## src/rtl/cmp_pkg.sv

```systemverilog
// constants and types for the comparator control block
//
// Overview of operation
// - comparator runs only while its enable bit is set; otherwise lowest power.
// - raw result high when positive input exceeds negative input.
// - result readable from control status bit and from shared mirror register.
// - invert bit set inverts the result; clear passes it through.
// - internal output registered each instruction cycle; pin outputs not latched.
// - sync bit enables resynchronisation of output to timer-1 clock.
// - with sync, output captured on each timer-1 source clock falling edge.
// - comparator output available as timer-1 gate source.
// - enabled rising or falling output edge sets the interrupt flag.
// - only software clears the flag; an edge during clearing wins.
// - edges from invert or enable toggles still raise the flag.
// - three-bit positive channel field selects pin, DAC, reference or ground.
// - three-bit negative channel field selects pin, reference or analog ground.
// - with enable clear, every input selection is disconnected.
// - hysteresis bit adds separation voltage to inputs while set.
// - active output with shutdown source enable suspends waveform generator.
// - keeps working in sleep; sync path stops if timer-1 runs from system clock.
// - comparator interrupt wakes the device if its irq enable is set.
// - mirror register bit1 is comparator 2, bit0 comparator 1, rest zero.
package cmp_pkg;
  localparam int unsigned CMP_SYS_CLK_HZ   = 100_000_000;
  localparam int unsigned CMP_INSTR_DIV    = 4;        // instruction cycle = four system clocks
  localparam int unsigned CMP_NUM          = 2;
  localparam int unsigned CMP_CH_W         = 3;
  // channel codes of the positive selector
  localparam logic [2:0]  CMP_PCH_PIN      = 3'h0;
  localparam logic [2:0]  CMP_PCH_DAC      = 3'h5;
  localparam logic [2:0]  CMP_PCH_FVR      = 3'h6;
  localparam logic [2:0]  CMP_PCH_GND      = 3'h7;
  // channel codes of the negative selector
  localparam logic [2:0]  CMP_NCH_PIN      = 3'h0;
  localparam logic [2:0]  CMP_NCH_FVR      = 3'h6;
  localparam logic [2:0]  CMP_NCH_GND      = 3'h7;
  // one-hot analog switch enables
  localparam int unsigned CMP_PSW_W        = 4;
  localparam int unsigned CMP_NSW_W        = 3;
  localparam logic [3:0]  CMP_PSW_NONE     = 4'h0;
  localparam logic [3:0]  CMP_PSW_PIN      = 4'h1;
  localparam logic [3:0]  CMP_PSW_DAC      = 4'h2;
  localparam logic [3:0]  CMP_PSW_FVR      = 4'h4;
  localparam logic [3:0]  CMP_PSW_GND      = 4'h8;
  localparam logic [2:0]  CMP_NSW_NONE     = 3'h0;
  localparam logic [2:0]  CMP_NSW_PIN      = 3'h1;
  localparam logic [2:0]  CMP_NSW_FVR      = 3'h2;
  localparam logic [2:0]  CMP_NSW_GND      = 3'h4;
  localparam int unsigned CMP_MIRROR_W     = 8;
  localparam logic [7:0]  CMP_MIRROR_RST   = 8'h00;
  typedef enum logic [1:0] {CMP_T1_SYS, CMP_T1_INSTR, CMP_T1_EXT} cmp_t1src_e;
endpackage : cmp_pkg

```

## src/rtl/cmp_sync3.sv

```systemverilog
// three-stage pin synchroniser with agreement filter
`timescale 1ns/100ps
module cmp_sync3 (
  input  wire logic clk_sys,
  input  wire logic reset_n,
  input  wire logic async_in,
  output logic      sync_out
);
  logic s1_r, s2_r, s3_r, out_r, out_nxt;

  // change counts once second and third stage agree
  always_comb begin
    out_nxt = out_r;
    if (s2_r == s3_r) begin
      out_nxt = s3_r;
    end
  end

  // stage registers
  always_ff @(posedge clk_sys or negedge reset_n) begin
    if (!reset_n) begin
      s1_r  <= 1'b0;
      s2_r  <= 1'b0;
      s3_r  <= 1'b0;
      out_r <= 1'b0;
    end else begin
      s1_r  <= async_in;
      s2_r  <= s1_r;
      s3_r  <= s2_r;
      out_r <= out_nxt;
    end
  end

  assign sync_out = out_r;
endmodule : cmp_sync3

```

## src/rtl/cmp_channel.sv

```systemverilog
// one comparator channel: polarity, latch, sync, edges, flag
`timescale 1ns/100ps
module cmp_channel
  import cmp_pkg::*;
(
  input  wire logic                clk_sys,
  input  wire logic                reset_n,
  input  wire logic                instr_tick,
  input  wire logic                t1_fall_tick,
  input  wire logic                raw_sync,
  input  wire logic                enable,
  input  wire logic                invert,
  input  wire logic                sync_en,
  input  wire logic                rise_en,
  input  wire logic                fall_en,
  input  wire logic                flag_clear,
  output logic                     result,
  output logic                     flag
);
  logic lat_r, lat_nxt, syn_r, syn_nxt, prev_r, prev_nxt, flag_r, flag_nxt;
  logic pol, cur, rise, fall;

  // next values: latch, sync capture, edge detect, sticky flag
  always_comb begin
    pol      = enable & (raw_sync ^ invert);
    lat_nxt  = instr_tick ? pol : lat_r;
    syn_nxt  = t1_fall_tick ? lat_r : syn_r;
    cur      = sync_en ? syn_r : lat_r;
    rise     = cur & ~prev_r;
    fall     = ~cur & prev_r;
    prev_nxt = cur;
    flag_nxt = flag_r;
    if (flag_clear) begin
      flag_nxt = 1'b0;
    end
    if ((rise & rise_en) | (fall & fall_en)) begin
      flag_nxt = 1'b1;
    end
  end

  // state registers
  always_ff @(posedge clk_sys or negedge reset_n) begin
    if (!reset_n) begin
      lat_r  <= 1'b0;
      syn_r  <= 1'b0;
      prev_r <= 1'b0;
      flag_r <= 1'b0;
    end else begin
      lat_r  <= lat_nxt;
      syn_r  <= syn_nxt;
      prev_r <= prev_nxt;
      flag_r <= flag_nxt;
    end
  end

  assign result = cur;
  assign flag   = flag_r;
endmodule : cmp_channel

```

## src/rtl/cmp_ctrl.sv

```systemverilog
// top of comparator digital control, two channels
`timescale 1ns/100ps
module cmp_ctrl
  import cmp_pkg::*;
#(
  parameter int unsigned NUM = CMP_NUM
) (
  input  wire logic                 clk_sys,
  input  wire logic                 reset_n,
  input  wire logic [NUM-1:0]       raw_result,
  input  wire logic                 t1_src_clk,
  input  wire cmp_pkg::cmp_t1src_e  t1_src_sel,
  input  wire logic                 sleep_mode,
  input  wire logic [NUM-1:0]       comparator_enable_bit,
  input  wire logic [NUM-1:0]       output_invert_bit,
  input  wire logic [NUM-1:0]       hysteresis_enable_bit,
  input  wire logic [NUM-1:0]       timer_sync_enable_bit,
  input  wire logic [NUM-1:0]       rising_edge_irq_enable,
  input  wire logic [NUM-1:0]       falling_edge_irq_enable,
  input  wire logic [NUM*3-1:0]     positive_channel_select,
  input  wire logic [NUM*3-1:0]     negative_channel_select,
  input  wire logic [NUM-1:0]       comparator_irq_enable,
  input  wire logic [NUM-1:0]       irq_flag_clear,
  input  wire logic [NUM-1:0]       shutdown_source_enable,
  output logic [NUM-1:0]            comparator_result_bit,
  output logic [7:0]                shared_output_mirror_register,
  output logic [NUM-1:0]            comparator_irq_flag,
  output logic [NUM-1:0]            timer1_gate_source,
  output logic [NUM-1:0]            pin_route_out,
  output logic                      waveform_shutdown,
  output logic                      wake_request,
  output logic [NUM-1:0]            hysteresis_on,
  output logic [NUM*4-1:0]          positive_switch,
  output logic [NUM*3-1:0]          negative_switch
);
  localparam logic [1:0] DIV_LAST = 2'(CMP_INSTR_DIV - 1);

  logic [1:0]      div_r, div_nxt;
  logic            instr_tick;
  logic            t1_sync, t1_prev_r, t1_fall_tick;
  logic [NUM-1:0]  raw_sync, res, flg;
  logic [NUM-1:0]  res_r, flg_r, gate_r, pin_r, hys_r;
  logic [NUM-1:0]  pin_nxt;
  logic [7:0]      mir_r, mir_nxt;
  logic            shut_r, wake_r, shut_nxt, wake_nxt;
  logic [NUM*4-1:0] psw_r, psw_nxt;
  logic [NUM*3-1:0] nsw_r, nsw_nxt;

  // instruction cycle divider
  always_comb begin
    div_nxt    = (div_r == DIV_LAST) ? 2'h0 : div_r + 2'h1;
    instr_tick = (div_r == DIV_LAST);
  end

  always_ff @(posedge clk_sys or negedge reset_n) begin
    if (!reset_n) begin
      div_r <= 2'h0;
    end else begin
      div_r <= div_nxt;
    end
  end

  // timer-1 source clock sampled as a pin
  cmp_sync3 u_t1 (
    .clk_sys  (clk_sys),
    .reset_n  (reset_n),
    .async_in (t1_src_clk),
    .sync_out (t1_sync)
  );

  always_ff @(posedge clk_sys or negedge reset_n) begin
    if (!reset_n) begin
      t1_prev_r <= 1'b0;
    end else begin
      t1_prev_r <= t1_sync;
    end
  end

  // falling edge; timer stops in sleep on internal sources
  assign t1_fall_tick = t1_prev_r & ~t1_sync & ~(sleep_mode & (t1_src_sel != CMP_T1_EXT));

  // per channel path
  genvar g;
  generate
    for (g = 0; g < NUM; g++) begin : g_ch
      cmp_sync3 u_raw (
        .clk_sys  (clk_sys),
        .reset_n  (reset_n),
        .async_in (raw_result[g]),
        .sync_out (raw_sync[g])
      );
      cmp_channel u_ch (
        .clk_sys      (clk_sys),
        .reset_n      (reset_n),
        .instr_tick   (instr_tick),
        .t1_fall_tick (t1_fall_tick),
        .raw_sync     (raw_sync[g]),
        .enable       (comparator_enable_bit[g]),
        .invert       (output_invert_bit[g]),
        .sync_en      (timer_sync_enable_bit[g]),
        .rise_en      (rising_edge_irq_enable[g]),
        .fall_en      (falling_edge_irq_enable[g]),
        .flag_clear   (irq_flag_clear[g]),
        .result       (res[g]),
        .flag         (flg[g])
      );
      // input switch decode, all open while disabled
      always_comb begin
        psw_nxt[g*4 +: 4] = CMP_PSW_NONE;
        nsw_nxt[g*3 +: 3] = CMP_NSW_NONE;
        if (comparator_enable_bit[g]) begin
          case (positive_channel_select[g*3 +: 3])
            CMP_PCH_PIN: psw_nxt[g*4 +: 4] = CMP_PSW_PIN;
            CMP_PCH_DAC: psw_nxt[g*4 +: 4] = CMP_PSW_DAC;
            CMP_PCH_FVR: psw_nxt[g*4 +: 4] = CMP_PSW_FVR;
            CMP_PCH_GND: psw_nxt[g*4 +: 4] = CMP_PSW_GND;
            default:     psw_nxt[g*4 +: 4] = CMP_PSW_NONE;
          endcase
          case (negative_channel_select[g*3 +: 3])
            CMP_NCH_PIN: nsw_nxt[g*3 +: 3] = CMP_NSW_PIN;
            CMP_NCH_FVR: nsw_nxt[g*3 +: 3] = CMP_NSW_FVR;
            CMP_NCH_GND: nsw_nxt[g*3 +: 3] = CMP_NSW_GND;
            default:     nsw_nxt[g*3 +: 3] = CMP_NSW_NONE;
          endcase
        end
      end
    end
  endgenerate

  // mirror, pin tap, shutdown and wake
  always_comb begin
    pin_nxt           = comparator_enable_bit & (raw_sync ^ output_invert_bit); // pin tap skips the latch
    mir_nxt           = CMP_MIRROR_RST;
    mir_nxt[NUM-1:0]  = res;
    shut_nxt          = |(res & shutdown_source_enable);
    wake_nxt          = |(flg & comparator_irq_enable);
  end

  // output registers
  always_ff @(posedge clk_sys or negedge reset_n) begin
    if (!reset_n) begin
      res_r  <= '0;
      flg_r  <= '0;
      gate_r <= '0;
      pin_r  <= '0;
      hys_r  <= '0;
      mir_r  <= CMP_MIRROR_RST;
      shut_r <= 1'b0;
      wake_r <= 1'b0;
      psw_r  <= '0;
      nsw_r  <= '0;
    end else begin
      res_r  <= res;
      flg_r  <= flg;
      gate_r <= res;
      pin_r  <= pin_nxt;
      hys_r  <= hysteresis_enable_bit & comparator_enable_bit;
      mir_r  <= mir_nxt;
      shut_r <= shut_nxt;
      wake_r <= wake_nxt;
      psw_r  <= psw_nxt;
      nsw_r  <= nsw_nxt;
    end
  end

  assign comparator_result_bit         = res_r;
  assign shared_output_mirror_register = mir_r;
  assign comparator_irq_flag           = flg_r;
  assign timer1_gate_source            = gate_r;
  assign pin_route_out                 = pin_r;
  assign waveform_shutdown             = shut_r;
  assign wake_request                  = wake_r;
  assign hysteresis_on                 = hys_r;
  assign positive_switch               = psw_r;
  assign negative_switch               = nsw_r;
endmodule : cmp_ctrl

```

## config.mk

```make
export PLATFORM = sky130hd
export DESIGN_NAME = cmp_ctrl
export DESIGN_NICKNAME = d
export VERILOG_FILES = /design/src/rtl/cmp_pkg.sv /design/src/rtl/cmp_sync3.sv /design/src/rtl/cmp_channel.sv /design/src/rtl/cmp_ctrl.sv
export SDC_FILE = /design/constraint.sdc
export NUM_CORES = 1
export LEC_CHECK = 0
export ABC_AREA = 1
export CAP_MARGIN = 30
export CORE_MARGIN = 3
export CORE_UTILIZATION = 65
export DETAILED_ROUTE_END_ITERATION = 8
export DONT_BUFFER_PORTS = 1
export GPL_TIMING_DRIVEN = 0
export PLACE_DENSITY = 0.9
export REMOVE_ABC_BUFFERS = 1
export SLEW_MARGIN = 0
export SYNTH_ARGS = -nofsm -noshare
export SYNTH_HDL_FRONTEND = slang
export SYNTH_SLANG_ARGS = --single-unit
```

## constraint.sdc

```tcl
create_clock -name clk_sys -period 2.5 [get_ports clk_sys]
set_input_delay 0.5 -clock clk_sys [delete_from_list [all_inputs] [get_ports clk_sys]]
set_output_delay 0.5 -clock clk_sys [all_outputs]
set_load 0.01 [all_outputs]
```

==> impl_results.md <==
- Status: complete, no violations
- Post-Synth Adder-Cell Area: 0.02553
- CP startpoint: shared_output_mirror_register[1]$_DFF_PN0_
- Clock skew: 0.009547 ns
- Hold WC Path Type: in2reg
- Critical Path RT: 2.00 ns
- Post-layout nets: 199
- WL/cell: 15.95 µm
- H-tree depth: 2
- Post-Syn Instances: 158
- Die area: 3208 µm²
- Clk buf depth: 2
- Worst reg2reg path depth: 4
- Synth unique cells: 15
- Fmax achieved: 0.7090 GHz
- Placed instance area: 1630 µm²
- Post-synthesis xor/xnor area fraction: 0
- Seq cells post-synth: 45
- Residual DRC: 0
- Routed Antenna Nets: 0
- RSZ-0062 raised after global routing: false
- DP HPWL: between 2000 and 2500 µm
- Overflow after GRT: 0
- Initial drt markers: 24
- Vias/cell: 5.312
- Die X: 56.64 µm
- Path length in cells of the critical path: 0
- Via Count: 1004
- Post-Route Setup TNS: 0 ns
- Crit end category: output port
- Final worst path period need: between 1 and 1.5 ns
- Die H: 56.64 µm
- # IOs: 72
- Largest net degree at the start of global routing: 46
- CTS Buf Count: 5
- Drt first pass iters: 4
- Skew-Pair Late Insertion Delay: around 0.35 ns
- Diodes inserted: 0
- Post-CTS setup buffers: 0
- Mux contribution to synthesized area: 0
- Initial antenna violation count: 0
- P_leak: 0.0009545 µW
- Post-route cell area: 1730 µm²
- Seq/Total Area, Yosys: 0.6757
- Simple-Gate Fraction of Synth Area: 0.1854
- Overall Global Routing Usage: 0.2062
- Vias in the first global route: 1064
- FF-to-FF setup slack: about 1.5 ns
- # setup viols final: 0
- Tcrit/Tclk final: 0.5642
- Global-route wire length before repair: 4795 µm
- Largest family of logic cells by synthesized area: simple AND/OR/NAND/NOR gates
- Pwr/cell area: 761.0 nW/µm²
- CP startpoint kind: register
- RePlAce Congestion: about 0.80
- Compound-Gate Fraction of Synth Area: 0.005255
- Hold WS: 0.1755 ns
- Fraction of layout cells with a size suffix above 1: 0.06832
- Buffers on Ports: 0
- Clock tree root buffer cell: clkbuf_4
- Max reg flops: 8
- Core area: ~2300 µm²
- Starting density of the core: 0.7188
- TritonCTS clock tree: yes
- Clk pin slew, worst setup/hold paths: 0.12 ns
- Syn_area_per_cell: approximately 11 µm²
- Arrival time at the worst endpoint: 0.91 ns
- Worst setup path end: comparator_result_bit[1]
- Crit path max fanout: 5
- Peak supply drop: 0.5823 mV
- Clock sink count: 45
- Max-Cap Viols: 0
- Post-Syn Area: 1667 µm²
- CP Class: reg2out
- Final Hold Viols: 0
- FF-to-FF Start: u_t1.sync_out$_DFFE_PN0N_
- Row count: 17
- Reg2reg end: g_ch[1].u_ch.syn_r$_DFFE_PN0P_
- Yosys Warn Count: 0
- Synth-to-Final Area Change: 3.829%
- WL final: 3015 µm
- Fin. max-slew vios: 0
- Filler instances: 150
Yosys cell counts:
| cell type | instances | area, µm² |
|---|---|---|
| or2_1 | 1 | 6.260 |
| nand2_1 | 35 | 131.4 |
| nor2_1 | 19 | 71.32 |
| nand4_1 | 2 | 12.51 |
| ha_1 | 1 | 12.51 |
| dfrtp_1 | 45 | 1126 |
| nor3b_1 | 3 | 22.52 |
| maj3_1 | 3 | 30.03 |
| conb_1 | 1 | 3.750 |
| inv_1 | 22 | 82.58 |
| buf_4 | 12 | 90.09 |
| a22o_1 | 1 | 8.760 |
| nor3_2 | 1 | 10.01 |
| nand3_1 | 11 | 55.05 |
| inv_2 | 1 | 3.750 |
worst min-delay path by stage:
stage                                  endpoint  depth (start not counted)           from  slack [ns]
4_1_cts            g_ch[0].u_raw.s1_r$_DFF_PN0_                          0  raw_result[0]        0.15
3_5_place_dp       negative_switch[5]$_DFF_PN0_                          0        reset_n        0.21
3_3_place_gp       negative_switch[4]$_DFF_PN0_                          0        reset_n        0.21
5_1_grt            g_ch[0].u_raw.s1_r$_DFF_PN0_                          0  raw_result[0]        0.13
2_1_floorplan  comparator_irq_flag[0]$_DFF_PN0_                          0        reset_n        0.20
6_report           g_ch[0].u_raw.s1_r$_DFF_PN0_                          0  raw_result[0]        0.18
cells by family (layout without fill, tap and decap cells):
logic type | count (synthesis) | in the layout
simple gates | 72 | 72
flops | 45 | 45
buf+inv | 35 | 33
fa+ha+maj | 4 | 4
other cells | 1 | 6
compound gates | 1 | 1
through the flow:
stage | total power [µW] | utilization | setup slack, ns | instances
CTS | 1327 | 0.7464 | 1.077 | 189
global route | 1388 | 0.7464 | 1.032 | 189
detailed placement | 940.1 | 0.7032 | 1.438 | 179
global placement | 926.0 | 0.7032 | 1.487 | 179
finish | 1317 | 0.7464 | 1.090 | 189
floorplan | 913.0 | - | 1.504 | 151
layout make-up:
| cell class | instances | area (µm²) | area share |
|---|---|---|---|
| Clock buffer | 7 | 65.06 | 0.03760 |
| Clock inverter | 1 | 5.005 | 0.002892 |
| Inverter | 23 | 86.33 | 0.04989 |
| Multi-Input combinational cell | 83 | 382.9 | 0.2213 |
| Sequential cell | 45 | 1126 | 0.6508 |
| Tap cell | 28 | 35.03 | 0.02025 |
| Timing Repair Buffer | 2 | 30.03 | 0.01735 |
where the power goes:
part	internal, µW	switching, µW
Sequential	788	57.9
Clock	163	210
Combinational	35.5	62.0
what timing repair did:
item / 4_1_cts / 5_1_grt
endpoints found under the hold margin: 45 / 0
resized for setup: 0 / 0
hold buffers: 2 / 0
per-layer routing:
metal | track usage | share of wire
met5 | 0 | 0
met4 | 0.1254 | 0.023
met3 | 0.05977 | 0.083
met2 | 0.3845 | 0.57
met1 | 0.1921 | 0.33
cell usage in the layout (no fill, tap or decap):
master	instances
a22o_1	1
buf_12	1
clkbuf_4	5
clkbuf_8	2
clkinv_2	1
conb_1	6
dfrtp_1	45
dlygate4sd3_1	1
ha_1	1
inv_1	22
inv_2	1
maj3_1	3
nand2_1	35
nand3_1	11
nand4_1	2
nor2_1	19
nor3_2	1
nor3b_1	3
or2_1	1
No activity file was read; power rests on OpenSTA's default activity.
